`config.mk`:
```
export PLATFORM = sky130hd
export DESIGN_NAME = ftv_video_out
export DESIGN_NICKNAME = d
export VERILOG_FILES = /design/src/design/ftv_pkg.sv /design/src/design/ftv_video_out.sv /design/src/design/ftv_sync.sv /design/src/design/ftv_buf.sv
export SDC_FILE = /design/constraint.sdc
export NUM_CORES = 1
export LEC_CHECK = 0
export BUFFER_PORTS_ARGS = -buffer_cell sky130_fd_sc_hd__buf_2
export CORE_MARGIN = 1.5
export CORE_UTILIZATION = 40
export DETAILED_ROUTE_END_ITERATION = 8
export PLACE_DENSITY = 0.6
export SETUP_SLACK_MARGIN = 0.1
export SLEW_MARGIN = 5
export SYNTH_ARGS = -nofsm -noshare
export SYNTH_HDL_FRONTEND = slang
export SYNTH_SLANG_ARGS = --single-unit
export TNS_END_PERCENT = 50
```
`constraint.sdc`:
```
create_clock -name clk_sys_i -period 3.7 [get_ports clk_sys_i]
set_input_delay 0.37 -clock clk_sys_i [delete_from_list [all_inputs] [get_ports clk_sys_i]]
set_output_delay 0.37 -clock clk_sys_i [all_outputs]
set_load 0.01 [all_outputs]
```
`src/design/ftv_pkg.sv`:
```
// Shared constants and types of the four-tap line video output block.
package ftv_pkg;
    // Width of one converter result.
    localparam int unsigned PIX_W = 12;
    // Number of parallel pixel streams.
    localparam int unsigned TAPS = 4;
    // Width of one four-pixel beat from the readout side.
    localparam int unsigned BEAT_W = 48;
    // Width of the data positions of one serializer (three 8-bit ports).
    localparam int unsigned TX_W = 24;
    // Pixels per full-resolution line on the largest model.
    localparam int unsigned LINE_PIXELS_DEF = 8192;
    // Width of the beat counter, large enough for 8192 / 4.
    localparam int unsigned CNT_W = 12;
    // Depth of the buffer in front of the link.
    localparam int unsigned BUF_DEPTH = 2;
    // Bit depth selection codes.
    localparam logic [1:0] DEPTH_12 = 2'h0;
    localparam logic [1:0] DEPTH_10 = 2'h1;
    localparam logic [1:0] DEPTH_8 = 2'h2;
    // Pixel clock period seen on the link, in ns.
    localparam int unsigned PCLK_PERIOD_NS = 200;
    // Output state machine states.
    typedef enum logic [0:0] {
        FTV_WAIT,
        FTV_LINE
    } ftv_state_t;
endpackage

```
`src/design/ftv_video_out.sv`:
```
// Four-tap line video formatter driving two serializer inputs.
// Functional notes
// - 12-bit: four 12-bit pixels plus flags.
// - Launch outputs on pixel clock rising edges.
// - Data valid only when both flags high.
// - 10-bit mode drops two low bits.
// - 8-bit mode drops four low bits.
// - Flags low whenever no valid data, except an underrun launch, which keeps them high over stale buffer data.
// - Start line only after readout completes.
// - First beat: both flags rise, pixels 1-4.
// - Each next beat advances four pixels.
// - Flags fall together after last beat.
// - 12-bit first serializer port bit layout.
// - 10-bit first serializer layout, rest unused.
// - Second serializer layout for stream two, three.
// - Line length by model, halved when binning.
`timescale 1ns/1ps
`default_nettype none
module ftv_video_out #(
    parameter int unsigned LINE_PIXELS = ftv_pkg::LINE_PIXELS_DEF
) (
    input wire logic clk_sys_i,
    input wire logic rst_i,
    input wire logic pclk_i,
    input wire logic readout_done_i,
    input wire logic [1:0] bit_depth_i,
    input wire logic binning_i,
    input wire logic beat_valid_i,
    output logic beat_ready_o,
    input wire logic [ftv_pkg::BEAT_W-1:0] beat_data_i,
    output logic [ftv_pkg::TX_W-1:0] tx_x_data_o,
    output logic tx_x_lval_o,
    output logic tx_x_fval_o,
    output logic tx_x_dval_o,
    output logic tx_x_spare_o,
    output logic tx_x_strobe_o,
    output logic [ftv_pkg::TX_W-1:0] tx_y_data_o,
    output logic tx_y_lval_o,
    output logic tx_y_fval_o,
    output logic tx_y_dval_o,
    output logic tx_y_spare_o,
    output logic tx_y_strobe_o,
    output logic underrun_o
);
    localparam int unsigned PW = ftv_pkg::PIX_W;
    localparam int unsigned CW = ftv_pkg::CNT_W;
    localparam int unsigned TW = ftv_pkg::TX_W;
    // Beats per line without and with binning.
    localparam logic [CW-1:0] BEATS_FULL = CW'(LINE_PIXELS / ftv_pkg::TAPS);
    localparam logic [CW-1:0] BEATS_BIN = CW'(LINE_PIXELS / 8);

    //////////////////////////////////////////////////////////////////////
    // Formatting functions.
    //////////////////////////////////////////////////////////////////////

    // Reduces a converter result to the selected depth, right aligned.
    function automatic logic [PW-1:0] ftv_trim(input logic [1:0] depth,
                                               input logic [PW-1:0] pix);
        logic [PW-1:0] res;
        res = pix;
        if (depth == ftv_pkg::DEPTH_10) begin
            res = {2'h0, pix[11:2]};
        end else if (depth == ftv_pkg::DEPTH_8) begin
            res = {4'h0, pix[11:4]};
        end
        return res;
    endfunction

    // Lays two streams, or three in 8-bit mode, out on three 8-bit ports as the depth demands.
    function automatic logic [TW-1:0] ftv_pack(input logic [1:0] depth,
                                               input logic [PW-1:0] lo,
                                               input logic [PW-1:0] hi,
                                               input logic [PW-1:0] third);
        logic [TW-1:0] res;
        res = {hi[7:0], hi[11:8], lo[11:8], lo[7:0]};
        if (depth == ftv_pkg::DEPTH_10) begin
            res = {hi[7:0], 2'h0, hi[9:8], 2'h0, lo[9:8], lo[7:0]};
        end else if (depth == ftv_pkg::DEPTH_8) begin
            res = {third[7:0], hi[7:0], lo[7:0]};
        end
        return res;
    endfunction

    //////////////////////////////////////////////////////////////////////
    // Pixel clock sampling and beat buffer.
    //////////////////////////////////////////////////////////////////////

    // Synchronised pixel clock level and its previous value.
    logic pclk_sync;
    logic pclk_prev_reg;
    // One-cycle pulse on each rising edge of the pixel clock.
    wire logic pclk_rise = pclk_sync && !pclk_prev_reg;

    ftv_sync #(
        .WIDTH(1)
    ) u_pclk_sync (
        .clk_sys_i(clk_sys_i),
        .rst_i(rst_i),
        .async_i(pclk_i),
        .sync_o(pclk_sync)
    );

    // Buffered beat towards the link.
    logic buf_valid;
    logic [ftv_pkg::BEAT_W-1:0] buf_data;
    // Buffer pop, one per launched beat while the buffer holds one.
    wire logic buf_pop;

    ftv_buf #(
        .WIDTH(ftv_pkg::BEAT_W),
        .DEPTH(ftv_pkg::BUF_DEPTH)
    ) u_buf (
        .clk_sys_i(clk_sys_i),
        .rst_i(rst_i),
        .in_valid_i(beat_valid_i),
        .in_ready_o(beat_ready_o),
        .in_data_i(beat_data_i),
        .out_valid_o(buf_valid),
        .out_ready_i(buf_pop),
        .out_data_o(buf_data)
    );

    //////////////////////////////////////////////////////////////////////
    // Line sequencing.
    //////////////////////////////////////////////////////////////////////

    // Sequencer state.
    ftv_pkg::ftv_state_t state_reg;
    ftv_pkg::ftv_state_t state_next;
    // Readout completed and a line is waiting to be sent.
    logic pending_reg;
    // Beats already sent in the current line.
    logic [CW-1:0] cnt_reg;
    // Depth and beat count latched for the whole line.
    logic [1:0] depth_reg;
    logic [CW-1:0] beats_reg;
    // Launched flag and data registers.
    logic valid_reg;
    logic [TW-1:0] x_data_reg;
    logic [TW-1:0] y_data_reg;
    logic strobe_reg;
    logic underrun_reg;

    // Line starts only once readout is done and the first beat is held.
    wire logic start = (state_reg == ftv_pkg::FTV_WAIT) && pclk_rise &&
                       pending_reg && buf_valid;
    // Last beat has gone out; the next edge ends the line.
    wire logic line_done = (cnt_reg == beats_reg);
    wire logic advance = (state_reg == ftv_pkg::FTV_LINE) && pclk_rise &&
                         !line_done;
    wire logic finish = (state_reg == ftv_pkg::FTV_LINE) && pclk_rise &&
                        line_done;
    wire logic launch = start || advance;
    assign buf_pop = launch && buf_valid;
    // Depth used at this launch: fresh on the first beat, then latched.
    wire logic [1:0] depth_use = start ? bit_depth_i : depth_reg;
    wire logic [PW-1:0] s0 = ftv_trim(depth_use, buf_data[11:0]);
    wire logic [PW-1:0] s1 = ftv_trim(depth_use, buf_data[23:12]);
    wire logic [PW-1:0] s2 = ftv_trim(depth_use, buf_data[35:24]);
    wire logic [PW-1:0] s3 = ftv_trim(depth_use, buf_data[47:36]);
    wire logic is8 = (depth_use == ftv_pkg::DEPTH_8);
    wire logic [TW-1:0] x_next = ftv_pack(depth_use, s0, s1, s2);
    // Port D holds stream three's low byte and port F the mixed high bits.
    wire logic [TW-1:0] y_pack = ftv_pack(depth_use, s2, s3, s3);
    wire logic [TW-1:0] y_full = {y_pack[15:8], y_pack[7:0], y_pack[23:16]};
    // In 8-bit mode the second serializer carries stream three only.
    wire logic [TW-1:0] y_next = is8 ? {16'h0000, s3[7:0]} : y_full;

    // Next state: wait for a ready line, then run for its beat count.
    always_comb begin
        state_next = state_reg;
        case (state_reg)
            ftv_pkg::FTV_WAIT: begin
                if (start) begin
                    state_next = ftv_pkg::FTV_LINE;
                end
            end
            ftv_pkg::FTV_LINE: begin
                if (finish) begin
                    state_next = ftv_pkg::FTV_WAIT;
                end
            end
            default: begin
                state_next = ftv_pkg::FTV_WAIT;
            end
        endcase
    end

    // State, edge history and the readout flag; a new readout wins.
    always_ff @(posedge clk_sys_i or posedge rst_i) begin
        if (rst_i) begin
            state_reg <= ftv_pkg::FTV_WAIT;
            pclk_prev_reg <= 1'b0;
            pending_reg <= 1'b0;
        end else begin
            state_reg <= state_next;
            pclk_prev_reg <= pclk_sync;
            if (readout_done_i) begin
                pending_reg <= 1'b1;
            end else if (start) begin
                pending_reg <= 1'b0;
            end
        end
    end

    // Beat counter and per-line settings, loaded at the line start.
    always_ff @(posedge clk_sys_i or posedge rst_i) begin
        if (rst_i) begin
            cnt_reg <= '0;
            depth_reg <= ftv_pkg::DEPTH_12;
            beats_reg <= BEATS_FULL;
        end else if (start) begin
            cnt_reg <= CW'(1);
            depth_reg <= bit_depth_i;
            beats_reg <= binning_i ? BEATS_BIN : BEATS_FULL;
        end else if (advance) begin
            cnt_reg <= cnt_reg + 1'b1;
        end
    end

    // Flags and data change only at pixel clock rising edges; idle data is low.
    always_ff @(posedge clk_sys_i or posedge rst_i) begin
        if (rst_i) begin
            valid_reg <= 1'b0;
            x_data_reg <= '0;
            y_data_reg <= '0;
        end else if (launch) begin
            valid_reg <= 1'b1;
            x_data_reg <= x_next;
            y_data_reg <= y_next;
        end else if (finish) begin
            valid_reg <= 1'b0;
            x_data_reg <= '0;
            y_data_reg <= '0;
        end
    end

    // Strobe follows the sampled pixel clock; underrun marks a late beat.
    always_ff @(posedge clk_sys_i or posedge rst_i) begin
        if (rst_i) begin
            strobe_reg <= 1'b0;
            underrun_reg <= 1'b0;
        end else begin
            strobe_reg <= pclk_sync;
            if (launch && !buf_valid) begin
                underrun_reg <= 1'b1;
            end else if (start) begin
                underrun_reg <= 1'b0;
            end
        end
    end

    // Both flags share one register so they always move together.
    assign tx_x_lval_o = valid_reg;
    assign tx_x_dval_o = valid_reg;
    assign tx_y_lval_o = valid_reg;
    assign tx_y_dval_o = valid_reg;
    assign tx_x_fval_o = 1'b0;
    assign tx_x_spare_o = 1'b0;
    assign tx_y_fval_o = 1'b0;
    assign tx_y_spare_o = 1'b0;
    assign tx_x_strobe_o = strobe_reg;
    assign tx_y_strobe_o = strobe_reg;
    assign tx_x_data_o = x_data_reg;
    assign tx_y_data_o = y_data_reg;
    assign underrun_o = underrun_reg;

    //////////////////////////////////////////////////////////////////////
    // Checks.
    //////////////////////////////////////////////////////////////////////

    // Length of the run of high flags, for the line length check.
    logic [CW:0] run_reg;
    always_ff @(posedge clk_sys_i or posedge rst_i) begin
        if (rst_i) begin
            run_reg <= '0;
        end else if (!valid_reg) begin
            run_reg <= '0;
        end else if (pclk_rise) begin
            run_reg <= run_reg + 1'b1;
        end
    end
endmodule
`default_nettype wire

```
`src/design/ftv_sync.sv`:
```
// Two flip-flop synchroniser for levels entering the system clock domain.
`timescale 1ns/1ps
`default_nettype none
module ftv_sync #(
    parameter int unsigned WIDTH = 1
) (
    input wire logic clk_sys_i,
    input wire logic rst_i,
    input wire logic [WIDTH-1:0] async_i,
    output logic [WIDTH-1:0] sync_o
);
    // First stage, read only by the second stage.
    logic [WIDTH-1:0] meta_reg;
    // Second stage, the synchronised level.
    logic [WIDTH-1:0] sync_reg;

    // Both stages clear under reset and then track the pin.
    always_ff @(posedge clk_sys_i or posedge rst_i) begin
        if (rst_i) begin
            meta_reg <= '0;
            sync_reg <= '0;
        end else begin
            meta_reg <= async_i;
            sync_reg <= meta_reg;
        end
    end

    assign sync_o = sync_reg;
endmodule
`default_nettype wire

```
`src/design/ftv_buf.sv`:
```
// Small first-in first-out buffer with valid and ready on both sides.
`timescale 1ns/1ps
`default_nettype none
module ftv_buf #(
    parameter int unsigned WIDTH = 48,
    parameter int unsigned DEPTH = 2
) (
    input wire logic clk_sys_i,
    input wire logic rst_i,
    input wire logic in_valid_i,
    output logic in_ready_o,
    input wire logic [WIDTH-1:0] in_data_i,
    output logic out_valid_o,
    input wire logic out_ready_i,
    output logic [WIDTH-1:0] out_data_o
);
    localparam int unsigned AW = (DEPTH > 1) ? $clog2(DEPTH) : 1;
    // Storage words.
    logic [WIDTH-1:0] mem_reg [DEPTH];
    // Write and read pointers.
    logic [AW-1:0] wr_ptr_reg;
    logic [AW-1:0] rd_ptr_reg;
    // Number of words held.
    logic [AW:0] fill_reg;
    // Handshake decodes.
    wire logic push = in_valid_i && in_ready_o;
    wire logic pop = out_valid_o && out_ready_i;
    wire logic [AW-1:0] last_ptr = AW'(DEPTH - 1);

    assign in_ready_o = (fill_reg != (AW + 1)'(DEPTH));
    assign out_valid_o = (fill_reg != '0);
    assign out_data_o = mem_reg[rd_ptr_reg];

    // Storage is written on each accepted word.
    always_ff @(posedge clk_sys_i) begin
        if (push) begin
            mem_reg[wr_ptr_reg] <= in_data_i;
        end
    end

    // Pointers wrap at the depth; the fill count follows both sides.
    always_ff @(posedge clk_sys_i or posedge rst_i) begin
        if (rst_i) begin
            wr_ptr_reg <= '0;
            rd_ptr_reg <= '0;
            fill_reg <= '0;
        end else begin
            if (push) begin
                wr_ptr_reg <= (wr_ptr_reg == last_ptr) ? '0 : wr_ptr_reg + 1'b1;
            end
            if (pop) begin
                rd_ptr_reg <= (rd_ptr_reg == last_ptr) ? '0 : rd_ptr_reg + 1'b1;
            end
            if (push && !pop) begin
                fill_reg <= fill_reg + 1'b1;
            end else if (pop && !push) begin
                fill_reg <= fill_reg - 1'b1;
            end
        end
    end
endmodule
`default_nettype wire

```
==> metrics.txt, run 1 <==
Worst EP arrival=3120 ps; post-synthesis sequential area ratio=64.30%; post-route ant nets=0; vias in the first global route=slightly below 5000; initial core utilization=between 40% and 50%; grt met3 use=under 10%; type of origin of the critical path=flip-flop; Post-Syn Area=approximately 0.0074 mm^2; post-synth cell types=52; Pwr Total=0.007427 W; Worst Hold Margin=between 40 and 50 ps; DRT Wirelength=about 17000 um; initial DRC count=slightly above 300; Largest register FFs=96; total of max-cap violations=0; synth warn=0; clock skew=14.71 ps; max-slew violations=0; synth top area cells=edfxtp_1 (39%), dfrtp_1 (25%), mux2i_1 (4.7%), mux2_2 (3.3%), mux4_2 (3.3%); initial antenna violation count=0; hold crit path type=input pin to flip-flop; Setup Crit Path Kind=flip-flop to flip-flop; DR DRC count=6; Slew HR=28.25%; total congestion overflow=0; register bit total from synthesis=approximately 170; worst skew pair latency=430 ps; Synth-to-Final Area Change=17.74%; met2 Track Usage GR=between 20% and 30%; routed length per placed instance=~20 um; post-CTS setup buffers=0; PnR worst setup slack=around 840 ps; unrepaired setup endpoints after global routing=false; post-CTS resize count=0; peak supply drop=between 0.0003 and 0.0004 V; Worst Setup End Kind=flip-flop; htree depth=4; RePlAce Congestion=0.8059; CTS tree=yes; Place WS=831.5 ps; met1 Use GR=about 25%; diode count=0; pwr/cell area=roughly 850 mW/mm^2; Die H=about 140 um; GRT Total Usage=a little under a fifth; Rows=49; share of cells above drive strength 1=31.35%; first-pass GRT wire length=~27000 um; synth cell count leaders=edfxtp_1 (96), dfrtp_1 (74), nand2_1 (56), nor2_1 (37), mux2i_1 (35); fillcell total=~1600; Max Clk Rate=349.6 MHz; fin crit share=about 77%; Die Area=just under 0.02 mm^2; top_reg_cell synth=edfxtp_1; IO Pins=around 120; setup violators final=0; final instance area=approximately 0.0087 mm^2; Final #Nets=700; CTS max path bufs=2; fin crit period=roughly 2900 ps; setup TNS=0 ps; clk slew on worst S/H paths=about 60 ps; Vias=4807; root buf cell=clkbuf_16; First-pass DRT Iterations=9; Cell Area, Placed=0.008168 mm^2; Avg Synthesized Cell Area=approximately 14 um^2; violations in the final reports=DRC; most frequent cell after synthesis=edfxtp_1; CTS buffer count=17; worst-margin pin slew=between 1000 and 1500 ps; Final Hold Viols=0; Async SR Flop Fraction=a little over two fifths; hpwl dp=between 10000 and 15000 um; die width=between 100 and 150 um; largest net degree at the start of global routing=between 60 and 70; Worst EP required=between 3000 and 4000 ps; Yosys top cell area share=38.93%; post-synthesis cell count=around 530; IO Port Bufs=around 110; core area=0.01809 mm^2; peak fanout along the critical path=17; Hold Buf Count CTS=0; vias per cell=~5.4; CTS Sinks=171; most used routing layer=met2; status=complete, but fails checks; Post-synth EDFFs=between 90 and 100; leakage power=approximately 3.6 nW; dominant cell type by area after synthesis=edfxtp_1
critical path: stages (launching register included):
cell	delay, ps
dfrtp_1	440
o21ai_2	160
or3_1	740
mux2i_4	710
nor2_4	160
a221oi_1	350
o21ai_0	120
path summary, 6_finish.rpt:
check,slack (ps),cells after the start,start,endpoint
worst max-delay path,840,6,u_buf.fill_reg[0]$_DFFE_PP0P_,tx_x_data_o[9]$_DFFE_PP0P_
worst min-delay path,50,1,pclk_i,u_pclk_sync.meta_reg$_DFF_PP0_
worst max register to register,840,6,u_buf.fill_reg[0]$_DFFE_PP0P_,tx_x_data_o[9]$_DFFE_PP0P_
worst min register to register,380,0,u_pclk_sync.meta_reg$_DFF_PP0_,u_pclk_sync.sync_o$_DFF_PP0_
max in group asynchronous,2730,3,rst_i,tx_x_data_o[11]$_DFFE_PP0P_
min in group asynchronous,170,2,rst_i,tx_x_dval_o$_DFFE_PP0P_
power by group:
| group | internal (W) | switching [W] | total, W | leakage, nW |
|---|---|---|---|---|
| Clock | 0.000889 | 0.000773 | 0.00166 | 0.260 |
| Sequential | 0.00264 | 0.000419 | 0.00306 | 1.83 |
| Combinational | 0.00116 | 0.00155 | 0.00270 | 1.54 |
| Total | 0.00469 | 0.00274 | 0.00743 | 3.63 |
cells by family after synthesis:
kind of cell	after synthesis	synth area share (%)
DFF	171	64.30
and+or+nand+nor	126	7.587
AOI/OAI and AO/OA	98	9.040
muxes	76	13.48
buffers and inverters	38	2.906
xor gates and xnor gates	18	2.129
adders and majority gates	3	0.5070
other	1	0.05064
per-stage QoR:
step                      util, %  std cells
after detailed placement    45.16        851
after global routing        48.20        883
after global placement      45.16        851
after floorplan                 -        534
final                       48.20        883
after CTS                   48.20        883
cells in the final DEF, fill, tap and decap left out, types with 3 or more instances in the layout:
cell type / n
buf_2: 111
edfxtp_1: 96
dfrtp_1: 73
nand2_1: 55
nor2_1: 36
mux2i_1: 35
o21ai_0: 29
mux2_2: 22
a22o_1: 18
clkbuf_16: 17
o22ai_1: 15
xor2_1: 12
mux4_2: 11
a21oi_1: 10
o31ai_1: 8
nand2b_1: 7
nand3_1: 7
xnor2_1: 6
inv_1: 6
o221ai_1: 6
buf_4: 6
inv_6: 5
conb_1: 4
clkinvlp_4: 4
mux2_4: 3
nor3_1: 3
mux2i_4: 3
nand4_1: 3
ha_1: 3
layout make-up:
type / instances / area, um^2 / share of cell area (%)
Sequential cell: 171 / 4762 / 54.62
Multi-Input combinational cell: 325 / 2451 / 28.11
Timing Repair Buffer: 119 / 640.6 / 7.348
Clock buffer: 18 / 439.2 / 5.037
Tap cell: 229 / 286.5 / 3.286
Clock inverter: 14 / 111.4 / 1.277
Inverter: 7 / 27.53 / 0.3157
routing by layer:
layer,vias to the layer above,share of wire [%]
met2,148,49
li1,2192,-
met5,-,0
met1,2443,44
met4,0,1.8
met3,24,5.1
No activity file was read; power rests on OpenSTA's default activity.
==> inputs of run 2 (changes only) <==
--- a/config.mk
+++ b/config.mk
@@ -5,11 +5,12 @@
 export SDC_FILE = /design/constraint.sdc
 export NUM_CORES = 1
 export LEC_CHECK = 0
+export ABC_AREA = 1
 export BUFFER_PORTS_ARGS = -buffer_cell sky130_fd_sc_hd__buf_2
 export CORE_MARGIN = 1.5
 export CORE_UTILIZATION = 40
 export DETAILED_ROUTE_END_ITERATION = 8
-export PLACE_DENSITY = 0.6
+export PLACE_DENSITY = 0.59
 export SETUP_SLACK_MARGIN = 0.1
 export SLEW_MARGIN = 5
 export SYNTH_ARGS = -nofsm -noshare
==> constraint.sdc (replaced) <==
create_clock -name clk_sys_i -period 3 [get_ports clk_sys_i]
set_input_delay 0.3 -clock clk_sys_i [delete_from_list [all_inputs] [get_ports clk_sys_i]]
set_output_delay 0.3 -clock clk_sys_i [all_outputs]
set_load 0.01 [all_outputs]
==> metrics.txt, run 2 <==
status=complete, no violations; reg2reg start=state_reg$_DFF_PP0_; hpwl dp=12620 um (+3.9%); worst-margin pin slew=713.5 ps (-362.8 ps); peak supply drop=0.0004446 V (+16%); Setup Crit Path Kind=flip-flop to flip-flop; largest net degree at the start of global routing=50 (-19%); routed length per placed instance=15.82 um (-19%); Async SR Flop Fraction=43.86% (unchanged); Final Hold Viols=0 (unchanged); Die H=142.2 um (+2.2%); Post-Syn Area=0.007746 mm^2 (+4.6%); peak fanout along the critical path=36 (+19); leakage power=4.254 nW (+17%); PnR worst setup slack=547.9 ps (-291.4 ps); Worst Setup SP=state_reg$_DFF_PP0_; Max Clk Rate=407.8 MHz (+17%); root buf cell=clkbuf_16; clk slew on worst S/H paths=70 ps (about the same); worst hold start=beat_data_i[21]; CTS Sinks=171 (unchanged); CP Cell Sequence=nor2_4 > nand3_4 > nand2_2 > nand2_4 > nand2_4 > nand2_2 > inv_1 > nand2_1 > o21ai_0; Worst EP arrival=2800 ps (-320 ps); first-pass GRT wire length=29460 um (+7.8%); pwr/cell area=1072 mW/mm^2 (+26%); crit-path max cell delay=410 ps (-330 ps); dominant cell type by area after synthesis=edfxtp_1; setup violators final=0 (unchanged); synth top area cells=edfxtp_1 (37%), dfrtp_1 (24%), nand2_1 (12%), nand3_1 (5.0%), nor2_1 (3.4%); share of cells above drive strength 1=20.32% (-11 points); die width=142.2 um (+2.2%); top_reg_cell synth=edfxtp_1; register bit total from synthesis=171 (unchanged); Synth-to-Final Area Change=18.17%; fin crit period=2452 ps (-408.6 ps); fillcell total=1780 (+11%); DRT Wirelength=18750 um (+8.8%); Vias=5715 (+19%); initial DRC count=353 (+15%); Die Area=0.02021 mm^2 (+4.5%); initial antenna violation count=0 (unchanged); GRT Total Usage=19.44% (+0.92 points); DR DRC count=0 (-6); Final #Nets=971 (+39%); fin util=48.61% (+0.41 points); initial core utilization=41.14% (+0.20 points); worst skew pair latency=430 ps (about the same); fin crit share=81.74% (+4.4 points); diode count=0 (unchanged); htree depth=4 (unchanged); synth warn=0 (unchanged); WP buf/inv=1 (+1); highest-count cells in the layout ignoring fill and taps=nand2_1 (247), buf_2 (111), edfxtp_1 (96); CP max-delay cell=dfrtp_1; Rows=50 (+2.0%); IO Port Bufs=111 (unchanged); Crit path max-delay family=simple AND/OR/NAND/NOR gates; vias per cell=4.823 (-11%); post-synth cell types=33 (-37%); Worst Setup End Kind=flip-flop; vias in the first global route=5505 (+12%); IO Pins=116 (unchanged); total congestion overflow=0 (unchanged); post-synthesis sequential area ratio=61.46% (-2.8 points); Worst EP required=3350 ps (-610 ps); Yosys top cell area share=37.22% (-1.7 points); Avg Synthesized Cell Area=9.587 um^2 (-31%); leading cell type in the layout, fill and taps excluded=nand2_1; Slew HR=52.32% (+24 points); synth cell count leaders=nand2_1 (247), edfxtp_1 (96), nand3_1 (77), dfrtp_1 (74), nor2_1 (71); Post-synth EDFFs=96 (unchanged); First-pass DRT Iterations=4 (-5); Largest register FFs=96 (unchanged); CTS buffer count=17 (unchanged); post-synthesis cell count=808 (+52%); RePlAce Congestion=0.8531 (+5.9%); type of origin of the critical path=flip-flop; total of max-cap violations=0 (unchanged); max-slew violations=0 (unchanged); post-route ant nets=0 (unchanged); Place WS=564.6 ps (-266.9 ps); clock skew=11.44 ps (-3.273 ps); most frequent cell after synthesis=nand2_1; unrepaired setup endpoints after global routing=false; CTS max path bufs=2 (unchanged); core area=0.01883 mm^2 (+4.1%); CTS tree=yes; hold crit path type=input pin to flip-flop
-- run 2: cell count changes after synthesis, moves of 8 or more --
| cell | before | now |
|---|---|---|
| nand3_2 | 0 | 10 |
| nand3_1 | 7 | 77 |
| inv_1 | 7 | 65 |
| mux2i_1 | 35 | 6 |
| o22ai_1 | 15 | 0 |
| nor3_1 | 3 | 11 |
| nand3b_1 | 0 | 9 |
| mux4_2 | 11 | 0 |
| nand2_1 | 56 | 247 |
| buf_2 | 7 | 15 |
| nor2_1 | 37 | 71 |
| mux2_2 | 22 | 0 |
| o21ai_1 | 0 | 20 |
| a22o_1 | 18 | 0 |
-- run 2: area by class of cell --
class	instances	area, um^2	share of cell area, %
Timing Repair Buffer	125	665.6	7.272
Inverter	70	264.0	2.884
Multi-Input combinational cell	527	2480	27.09
Clock inverter	15	231.5	2.529
Sequential cell	171	4762	52.02
Clock buffer	17	425.4	4.647
Tap cell	260	325.3	3.554
-- run 2: path summary, 6_finish.rpt --
| check | endpoint | cells past startpoint | slack, ps |
|---|---|---|---|
| max | tx_y_data_o[23]$_DFFE_PP0P_ | 9 | 550 |
| min in group asynchronous | tx_y_data_o[20]$_DFFE_PP0P_ | 3 | 510 |
| max in group asynchronous | u_buf.rd_ptr_reg$_DFFE_PP0P_ | 4 | 1720 |
| min | u_buf.mem_reg[0][21]$_DFFE_PP_ | 1 | 50 |
| min reg2reg | u_pclk_sync.sync_o$_DFF_PP0_ | 0 | 350 |
| max reg2reg | tx_y_data_o[23]$_DFFE_PP0P_ | 9 | 550 |
-- run 2: metal layers --
metal / global-route usage [%] / up-vias / share of wire [%]
met5: 0 / - / 0
met4: 7.596 / 0 / 2.6
met3: 4.711 / 29 / 5.2
met2: 29.53 / 156 / 45
met1: 26.93 / 2707 / 47
li1: - / 2823 / -
-- run 2: repair_timing --
item / 4_1_cts / 5_1_grt
gates resized for setup: 0 / 0
setup endpoints to repair: 0 / 0
hold buffers: 2 / 0
buffers inserted: 0 / 0
endpoints found under the hold margin: 36 / 0
-- run 2: metrics by stage --
stage          hold WS [ps]  total power (W)  TNS, ps  cell area (um^2)  instances
6_report              51.78         0.009814        0              9154       1185
5_1_grt               35.29          0.01049        0              9154       1185
3_5_place_dp          338.7         0.007392        0              8477       1151
2_1_floorplan         331.2         0.006242    -6360              7760        811
4_1_cts               39.19         0.009889        0              9154       1185
3_3_place_gp          346.9         0.007367        0              8477       1151
-- run 2: cells by family after synthesis --
group,Yosys count,synth area share (%)
AND/OR/NAND/NOR,440,25.05
flip-flops,171,61.46
buffers and inverters,113,6.929
AO/OA/AOI/OAI,67,4.458
XOR/XNOR,7,0.7915
multiplexers,6,0.7753
adder cells (fa/ha/maj),3,0.4846
other,1,0.04841
-- run 2: where the power goes --
| group | switching [W] | internal [W] | leakage, nW |
|---|---|---|---|
| clock network | 0.000977 | 0.00150 | 0.323 |
| logic | 0.00252 | 0.00114 | 2.11 |
| registers | 0.000427 | 0.00325 | 1.82 |
| total | 0.00393 | 0.00589 | 4.25 |
-- run 2: worst reg2reg max path: stages, from the launching register on --
cell,delay (ps)
dfrtp_1,410
nor2_4,200
nand3_4,220
nand2_2,140
nand2_4,210
nand2_4,390
nand2_2,370
inv_1,230
nand2_1,60
o21ai_0,140
